`src/hdl/rba_pkg.sv`:
```
package rba_pkg;
	// Register geometry.
	localparam int REG_WIDTH = 32;
	localparam int WIDTH_EXP = 5;
	localparam int MIN_WIDTH_EXP = 3;
	localparam int ADDR_WIDTH = 4;
	localparam int ARR_ROWS = 2;
	localparam int ARR_COLS = 2;
	// Word addresses of the map.
	localparam logic [3:0] ADDR_CTRL = 4'h0;
	localparam logic [3:0] ADDR_CTRL_ALIAS = 4'h1;
	localparam logic [3:0] ADDR_EVENT = 4'h2;
	localparam logic [3:0] ADDR_EVENT_ALIAS = 4'h3;
	localparam logic [3:0] ADDR_STATUS_RO = 4'h4;
	localparam logic [3:0] ADDR_CMD_WO = 4'h4;
	localparam logic [3:0] ADDR_EXT = 4'h5;
	localparam logic [3:0] ADDR_EXT_ALIAS = 4'h6;
	localparam logic [3:0] ADDR_ARRAY = 4'h8;
	// Size-only fields of the control register, packed end to end.
	localparam int FLD_A_SIZE = 1;
	localparam int FLD_B_SIZE = 3;
	localparam int FLD_C_SIZE = 8;
	localparam int FLD_A_LO_LSB = 0;
	localparam int FLD_B_LO_LSB = FLD_A_LO_LSB + FLD_A_SIZE;
	localparam int FLD_C_LO_LSB = FLD_B_LO_LSB + FLD_B_SIZE;
	localparam int FLD_A_LO_MSB = REG_WIDTH - FLD_A_SIZE;
	localparam int FLD_B_LO_MSB = FLD_A_LO_MSB - FLD_B_SIZE;
	localparam int FLD_C_LO_MSB = FLD_B_LO_MSB - FLD_C_SIZE;
	localparam int PACKED_BITS = FLD_A_SIZE + FLD_B_SIZE + FLD_C_SIZE;
	// Event register layout.
	localparam int EVENT_BITS = 4;
	// Reset values.
	localparam logic [31:0] CTRL_RESET = 32'h0000_0000;
	localparam logic [31:0] EVENT_RESET = 32'h0000_0000;
	localparam logic [31:0] ARRAY_RESET = 32'h0000_0000;
	localparam logic [31:0] ZERO_WORD = 32'h0000_0000;
endpackage

```
`src/hdl/rba_register_bank.sv`:
```
`timescale 1ns/1ps
module rba_register_bank (
	input wire logic mclk,
	input wire logic reset_n,
	input wire logic clkEn,
	input wire logic highBitFirstOrder,
	input wire logic hwPriority,
	input wire logic swRead,
	input wire logic swWrite,
	input wire logic [rba_pkg::ADDR_WIDTH-1:0] swAddr,
	input wire logic [rba_pkg::REG_WIDTH-1:0] swWdata,
	output logic [rba_pkg::REG_WIDTH-1:0] swRdata,
	output logic swRvalid,
	output logic swErr,
	input wire logic [rba_pkg::EVENT_BITS-1:0] hwEventSet,
	input wire logic hwCtrlWe,
	input wire logic [rba_pkg::REG_WIDTH-1:0] hwCtrlData,
	input wire logic [rba_pkg::REG_WIDTH-1:0] hwStatus,
	output logic [rba_pkg::REG_WIDTH-1:0] ctrlValue,
	output logic [rba_pkg::EVENT_BITS-1:0] eventValue,
	output logic [rba_pkg::REG_WIDTH-1:0] cmdValue,
	output logic cmdPulse,
	output logic [rba_pkg::PACKED_BITS-1:0] packedFields,
	output logic extRead,
	output logic extWrite,
	output logic [rba_pkg::REG_WIDTH-1:0] extWdata,
	output logic [rba_pkg::REG_WIDTH-1:0] extWmask,
	input wire logic [rba_pkg::REG_WIDTH-1:0] extRdata
);
	import rba_pkg::*;

	// ************************************************************
	// Elaboration checks on geometry.
	// ************************************************************
	if (REG_WIDTH != (1 << WIDTH_EXP) || WIDTH_EXP < MIN_WIDTH_EXP) begin : gWidthBad
		$error("Register width must be a power of two of at least eight.");
	end
	if (FLD_C_LO_LSB + FLD_C_SIZE > REG_WIDTH || FLD_C_LO_MSB < 0) begin : gFieldBad
		$error("Packed fields exceed the register width.");
	end

	// ************************************************************
	// Decode.
	// ************************************************************
	logic hitCtrl, hitCtrlAlias, hitEvent, hitEventAlias;
	logic hitStatus, hitCmd, hitExt, hitExtAlias, hitArray, hitAny;
	logic [1:0] arrIdx;

	always_comb begin
		hitCtrl = 1'b0;
		hitCtrlAlias = 1'b0;
		hitEvent = 1'b0;
		hitEventAlias = 1'b0;
		hitStatus = 1'b0;
		hitCmd = 1'b0;
		hitExt = 1'b0;
		hitExtAlias = 1'b0;
		hitArray = 1'b0;
		arrIdx = swAddr[1:0];
		if (swAddr == ADDR_CTRL) begin
			hitCtrl = 1'b1;
		end else if (swAddr == ADDR_CTRL_ALIAS) begin
			hitCtrlAlias = 1'b1;
		end else if (swAddr == ADDR_EVENT) begin
			hitEvent = 1'b1;
		end else if (swAddr == ADDR_EVENT_ALIAS) begin
			hitEventAlias = 1'b1;
		end else if (swAddr == ADDR_STATUS_RO) begin
			hitStatus = swRead;
			hitCmd = swWrite;
		end else if (swAddr == ADDR_EXT) begin
			hitExt = 1'b1;
		end else if (swAddr == ADDR_EXT_ALIAS) begin
			hitExtAlias = 1'b1;
		end else if (swAddr[3:2] == ADDR_ARRAY[3:2]) begin
			hitArray = 1'b1;
		end
		hitAny = hitCtrl | hitCtrlAlias | hitEvent | hitEventAlias |
			hitStatus | hitCmd | hitExt | hitExtAlias | hitArray;
	end

	// ************************************************************
	// Internal storage.
	// ************************************************************
	logic [REG_WIDTH-1:0] ctrl_ff, nxt_ctrl;
	logic [EVENT_BITS-1:0] event_ff, nxt_event;
	logic [REG_WIDTH-1:0] cmd_ff, nxt_cmd;
	logic cmdPulse_ff, nxt_cmdPulse;
	logic [REG_WIDTH-1:0] array_ff [ARR_ROWS][ARR_COLS];
	logic [REG_WIDTH-1:0] nxt_array [ARR_ROWS][ARR_COLS];
	logic [REG_WIDTH-1:0] aliasMask;
	logic [EVENT_BITS-1:0] evWr;

	// The control alias exposes only the low half; the rest is kept.
	assign aliasMask = {{(REG_WIDTH/2){1'b0}}, {(REG_WIDTH/2){1'b1}}};

	always_comb begin
		nxt_ctrl = ctrl_ff;
		nxt_event = event_ff;
		nxt_cmd = cmd_ff;
		nxt_cmdPulse = 1'b0;
		evWr = swWdata[EVENT_BITS-1:0];
		// Hardware write to control; software overrides unless hwPriority.
		if (hwCtrlWe && hwPriority) begin
			nxt_ctrl = hwCtrlData;
		end else begin
			if (hwCtrlWe) begin
				nxt_ctrl = hwCtrlData;
			end
			if (swWrite && hitCtrl) begin
				nxt_ctrl = swWdata;
			end else if (swWrite && hitCtrlAlias) begin
				nxt_ctrl = (ctrl_ff & ~aliasMask) | (swWdata & aliasMask);
			end
		end
		if (hwCtrlWe && hwPriority && swWrite && hitCtrlAlias) begin
			nxt_ctrl = hwCtrlData;
		end
		// Event bits: hardware sets, primary clears by one, alias plain rw.
		if (swWrite && hitEvent) begin
			nxt_event = event_ff & ~evWr;
		end else if (swWrite && hitEventAlias) begin
			nxt_event = evWr;
		end
		nxt_event = nxt_event | hwEventSet;
		if (swWrite && hitCmd) begin
			nxt_cmd = swWdata;
			nxt_cmdPulse = 1'b1;
		end
	end

	for (genvar r = 0; r < ARR_ROWS; r++) begin : gRow
		for (genvar c = 0; c < ARR_COLS; c++) begin : gCol
			always_comb begin
				nxt_array[r][c] = array_ff[r][c];
				if (swWrite && hitArray && arrIdx == 2'(r * ARR_COLS + c)) begin
					nxt_array[r][c] = swWdata;
				end
			end
			always_ff @(posedge mclk or negedge reset_n) begin
				if (!reset_n) begin
					array_ff[r][c] <= ARRAY_RESET;
				end else if (clkEn) begin
					array_ff[r][c] <= nxt_array[r][c];
				end
			end
		end
	end

	always_ff @(posedge mclk or negedge reset_n) begin
		if (!reset_n) begin
			ctrl_ff <= CTRL_RESET;
			event_ff <= EVENT_RESET[EVENT_BITS-1:0];
			cmd_ff <= ZERO_WORD;
			cmdPulse_ff <= 1'b0;
		end else if (clkEn) begin
			ctrl_ff <= nxt_ctrl;
			event_ff <= nxt_event;
			cmd_ff <= nxt_cmd;
			cmdPulse_ff <= nxt_cmdPulse;
		end
	end

	// ************************************************************
	// External register access port.
	// ************************************************************
	always_comb begin
		extRead = clkEn && swRead && (hitExt || hitExtAlias);
		extWrite = clkEn && swWrite && (hitExt || hitExtAlias);
		extWdata = swWdata;
		extWmask = hitExtAlias ? aliasMask : ~ZERO_WORD;
	end

	// ************************************************************
	// Read path and field packing.
	// ************************************************************
	logic [REG_WIDTH-1:0] rdata_ff, nxt_rdata;
	logic rvalid_ff, nxt_rvalid, err_ff, nxt_err;
	logic [PACKED_BITS-1:0] nxt_packed, packed_ff;

	always_comb begin
		nxt_rdata = ZERO_WORD;
		nxt_rvalid = swRead;
		nxt_err = (swRead || swWrite) && !hitAny;
		if (swRead) begin
			if (hitCtrl) begin
				nxt_rdata = ctrl_ff;
			end else if (hitCtrlAlias) begin
				nxt_rdata = ctrl_ff & aliasMask;
			end else if (hitEvent || hitEventAlias) begin
				nxt_rdata = {{(REG_WIDTH-EVENT_BITS){1'b0}}, event_ff};
			end else if (hitStatus) begin
				nxt_rdata = hwStatus;
			end else if (hitExt) begin
				nxt_rdata = extRdata;
			end else if (hitExtAlias) begin
				nxt_rdata = extRdata & aliasMask;
			end else if (hitArray) begin
				nxt_rdata = array_ff[arrIdx[1]][arrIdx[0]];
			end
		end
		if (highBitFirstOrder) begin
			nxt_packed = {ctrl_ff[FLD_C_LO_MSB +: FLD_C_SIZE],
				ctrl_ff[FLD_B_LO_MSB +: FLD_B_SIZE],
				ctrl_ff[FLD_A_LO_MSB +: FLD_A_SIZE]};
		end else begin
			nxt_packed = {ctrl_ff[FLD_C_LO_LSB +: FLD_C_SIZE],
				ctrl_ff[FLD_B_LO_LSB +: FLD_B_SIZE],
				ctrl_ff[FLD_A_LO_LSB +: FLD_A_SIZE]};
		end
	end

	always_ff @(posedge mclk or negedge reset_n) begin
		if (!reset_n) begin
			rdata_ff <= ZERO_WORD;
			rvalid_ff <= 1'b0;
			err_ff <= 1'b0;
			packed_ff <= '0;
		end else if (clkEn) begin
			rdata_ff <= nxt_rdata;
			rvalid_ff <= nxt_rvalid;
			err_ff <= nxt_err;
			packed_ff <= nxt_packed;
		end
	end

	assign swRdata = rdata_ff;
	assign swRvalid = rvalid_ff;
	assign swErr = err_ff;
	assign ctrlValue = ctrl_ff;
	assign eventValue = event_ff;
	assign cmdValue = cmd_ff;
	assign cmdPulse = cmdPulse_ff;
	assign packedFields = packed_ff;

	// ************************************************************
	// Checks.
	// ************************************************************
	property p_sw_full_write;
		@(posedge mclk) disable iff (!reset_n)
		clkEn && swWrite && hitCtrl && !(hwCtrlWe && hwPriority)
		|=> ctrlValue == $past(swWdata);
	endproperty
	a_sw_full_write: assert property (p_sw_full_write) else $error("Control write lost.");

	property p_alias_keeps_hidden;
		@(posedge mclk) disable iff (!reset_n)
		clkEn && swWrite && hitCtrlAlias && !hwCtrlWe
		|=> ctrlValue[31:16] == $past(ctrlValue[31:16]) &&
			ctrlValue[15:0] == $past(swWdata[15:0]);
	endproperty
	a_alias_keeps_hidden: assert property (p_alias_keeps_hidden) else $error("Alias write wrong.");

	property p_alias_read_seen;
		@(posedge mclk) disable iff (!reset_n)
		clkEn && swRead && hitCtrlAlias
		|=> swRdata == ($past(ctrlValue) & 32'h0000_ffff);
	endproperty
	a_alias_read_seen: assert property (p_alias_read_seen) else $error("Alias read differs.");

	property p_woclr;
		@(posedge mclk) disable iff (!reset_n)
		clkEn && swWrite && hitEvent && hwEventSet == '0
		|=> eventValue == ($past(eventValue) & ~$past(swWdata[3:0]));
	endproperty
	a_woclr: assert property (p_woclr) else $error("Write-one-clear wrong.");

	property p_alias_plain;
		@(posedge mclk) disable iff (!reset_n)
		clkEn && swWrite && hitEventAlias && hwEventSet == '0
		|=> eventValue == $past(swWdata[3:0]);
	endproperty
	a_alias_plain: assert property (p_alias_plain) else $error("Alias event write wrong.");

	property p_hw_priority;
		@(posedge mclk) disable iff (!reset_n)
		clkEn && hwCtrlWe && hwPriority |=> ctrlValue == $past(hwCtrlData);
	endproperty
	a_hw_priority: assert property (p_hw_priority) else $error("Hardware lost priority.");

	property p_ext_no_store;
		@(posedge mclk) disable iff (!reset_n)
		clkEn && swWrite && hitExt |-> extWrite && extWmask == 32'hffff_ffff;
	endproperty
	a_ext_no_store: assert property (p_ext_no_store) else $error("External write lost.");

	property p_cmd_shared;
		@(posedge mclk) disable iff (!reset_n)
		clkEn && swWrite && swAddr == ADDR_CMD_WO
		|=> cmdPulse && cmdValue == $past(swWdata);
	endproperty
	a_cmd_shared: assert property (p_cmd_shared) else $error("Command write lost.");
endmodule

```
`config.mk`:
```
export PLATFORM = sky130hd
export DESIGN_NAME = rba_register_bank
export DESIGN_NICKNAME = d
export VERILOG_FILES = /design/src/hdl/rba_pkg.sv /design/src/hdl/rba_register_bank.sv
export SDC_FILE = /design/constraint.sdc
export NUM_CORES = 1
export LEC_CHECK = 0
export BUFFER_PORTS_ARGS = -buffer_cell sky130_fd_sc_hd__buf_4
export CAP_MARGIN = 10
export CORE_ASPECT_RATIO = 0.7
export CORE_MARGIN = 2
export CORE_UTILIZATION = 57
export DETAILED_ROUTE_END_ITERATION = 12
export GPL_TIMING_DRIVEN = 0
export MAX_ROUTING_LAYER = met4
export PLACE_DENSITY = 0.86
export SKIP_LAST_GASP = 1
export SYNTH_ARGS = -nofsm -noshare
export SYNTH_HDL_FRONTEND = slang
export SYNTH_SLANG_ARGS = --single-unit
```
`constraint.sdc`:
```
create_clock -name mclk -period 2.5 [get_ports mclk]
set_input_delay 0 -clock mclk [delete_from_list [all_inputs] [get_ports mclk]]
set_output_delay 0 -clock mclk [all_outputs]
set_load 0.01 [all_outputs]
```
==> results.ini <==
[status]
status=finished clean

[placement]
dp_slack_ns=0.530
place_hpwl_mm=27.9
place_area_um2=14700
gp_congestion=0.933
port-buffer-count=307

[worst_setup_path]
reg2reg_depth=5
crit_end=ctrlValue[30]
arrival_ns=2.92
cp-end-kind=flip-flop
critPathKind=in -> reg
start_kind=input pin
r2r-end=swRdata[22]
crit_start=swWrite
r2r_slack_ns=0.79
cp.required_ns=2.95
r2r-start=array_ff[22]
worstPathMaxFanout=10

[pwr]
p_leak_nw=8.18
report.power.total_mw=11.2
max-vdd-ir-drop_mv=0.450
pwr_density_cell_nw_per_um2=656

[logic_synthesis]
synthCells=1022
synth_edf_count=0
synth_seq_cells=243
yosysUniqueCellTypes=44
async_reset_ff_share_pct=100
syn-cell-area_um2=12000
syn_area_per_cell_um2=11.7
yosysWarningCount=0
ys_seq_area_share_pct=50.8
synth_flop_cell=dfrtp_1

[cts]
cts_tree=done
cts_num_sinks=243
cts.reportedPaths.clkPinSlew_ns=0.07
clk_latency_ns=0.52
clk_path_buf_depth=3
numCtsBuffers=24
root_buffer=clkbuf_16
htreeDepth=1

[detailed_routing]
ant_nets=0
routed_wl_mm=43.9
drc=0
firstDrtPassIters=8
vias=11200
viasPerCell=6.17
drt_iter0_drc=1164
post_drt_wl_per_cell_um=24.2

[finish]
nFillCells=1118
layout_commonest_cell=buf_4
syn2layout_area_growth_pct=42.4
nNetsFinal=1670
mostFrequentLayoutCells=buf_4, dfrtp_1, dlygate4sd3_1, mux2_2, mux2i_1
drive_above_1_share_pct=40.4
fin_util_pct=82.6
n_antenna_cell=0
finalInstanceArea_um2=17000

[floorplan]
initial_core_util_pct=58.0
rows=44
die_h_um=125
core_area_um2=20600
io_pins=325
die_x_um=177
die_area_um2=22200

[grt]
grt_start_max_net_pins=123
grt_overflow=0
grt_use_total_pct=40.6
first_global_vias=11700
grt_pass1_wl_mm=66.5
antenna_found_initial=0

[run]
drv_cap=0

[timing]
post-route-min-period_ns=2.48
final.setup.tns_ns=0
setup_viol=0
hold_viol_final=0
rsz0062_at_grt=no
finClkSkew_ns=0.0150
drv_slew=0
tightest_slew_ns=0.899
fin_crit_sh_pct=99.1
slew-limit-headroom_pct=40.1
clock.fmax_mhz=404
fin_ws_ns=0.0226

[hold_path]
hold_path.class=in -> reg

==> routing by layer <==
layer / wire [um] / up-vias / track usage, % / share of wire, %
li1: - / 4655 / - / -
met3: 4590 / 214 / 9.25 / 10
met5: 0 / - / - / 0
met4: 2230 / 0 / 18.6 / 5.1
met2: 20300 / 802 / 62.2 / 46
met1: 16800 / 5522 / 51.6 / 38
==> worst max-delay path, cell delays in order <==
cell and delay [ns]:
dlygate4sd3_1 0.55, buf_4 0.16, nor3b_1 0.27, and3_1 0.20
clkbuf_2 0.26, clkbuf_1 0.56, a22oi_1 0.16, dlygate4sd3_1 0.62
o2bb2ai_1 0.14
==> power breakdown <==
group	internal, mW	switching, mW	leakage, nW
registers	4.58	0.460	3.09
logic	1.38	1.15	4.72
clock network	2.06	1.56	0.374
total	8.02	3.17	8.18
==> flip-flops by register name, indices dropped and copies added (netlist names) <==
signal        cells
swRdata          32
array_ff        128
swErr             1
ctrlValue        32
packedFields     12
cmdPulse          1
cmdValue         32
swRvalid          1
eventValue        4
==> kinds of logic after synthesis <==
logic type	after synthesis	share of synthesized area, %
AOI/OAI and AO/OA	255	13.8
xor gates and xnor gates	1	0.0732
buffers and inverters	160	7.75
DFF	243	50.8
muxes	256	23.1
other	1	0.0313
and+or+nand+nor	106	4.40
==> per-stage QoR <==
stage / hold slack (ns) / instances
2_1_floorplan: -0.296 / 1037
3_3_place_gp: 0.252 / 1620
3_5_place_dp: -0.221 / 1622
4_1_cts: 0.00504 / 1814
5_1_grt: 0.0474 / 1814
6_report: 0.0186 / 1814
==> repair_timing <==
action | in CTS | in global routing
endpoints found under the setup margin | 0 | 22
hold buffers | 154 | 0
endpoints found under the hold margin | 354 | 0
resized for setup | 0 | 4
buffers inserted | 0 | 0
==> cell usage after synthesis, types with 12 or more instances <==
cell / instances / area share [%]
dfrtp_1: 243 / 51
a22oi_1: 48 / 3.0
a31oi_1: 16 / 0.84
mux2_2: 152 / 14
o22ai_1: 32 / 1.7
o221ai_1: 16 / 1.2
buf_4: 74 / 4.6
a211o_1: 16 / 1.2
inv_1: 19 / 0.60
clkbuf_1: 25 / 0.78
nand2_1: 55 / 1.7
mux2_1: 12 / 1.1
buf_2: 37 / 1.5
a21oi_1: 37 / 1.5
o21ai_0: 45 / 1.9
nor2_1: 22 / 0.69
o2bb2ai_1: 16 / 1.2
o21ai_1: 23 / 0.96
mux2i_1: 92 / 7.7
==> worst min-delay path by stage <==
| stage | from | to | slack [ns] | cells past startpoint |
|---|---|---|---|---|
| after detailed placement | reset_n | cmdValue[14] | -0.22 | 1 |
| after global placement | hwEventSet[2] | eventValue[2] | 0.25 | 3 |
| after floorplan | reset_n | array_ff[0] | -0.30 | 0 |
| after global routing | extRdata[31] | swRdata[31] | 0.05 | 5 |
| final | extRdata[2] | swRdata[2] | 0.02 | 5 |
| after CTS | extRdata[2] | swRdata[2] | 0.005 | 5 |
==> layout make-up <==
type | instances | area (um^2) | share of cell area, %
timing repair buffer | 463 | 3910 | 22.9
clock buffer | 33 | 706 | 4.14
tap | 276 | 345 | 2.03
multi-input combinational | 634 | 5020 | 29.5
buffer | 141 | 857 | 5.03
inverter | 19 | 71.3 | 0.418
clock inverter | 5 | 52.6 | 0.308
sequential | 243 | 6080 | 35.7
No activity file was read; power rests on OpenSTA's default activity.
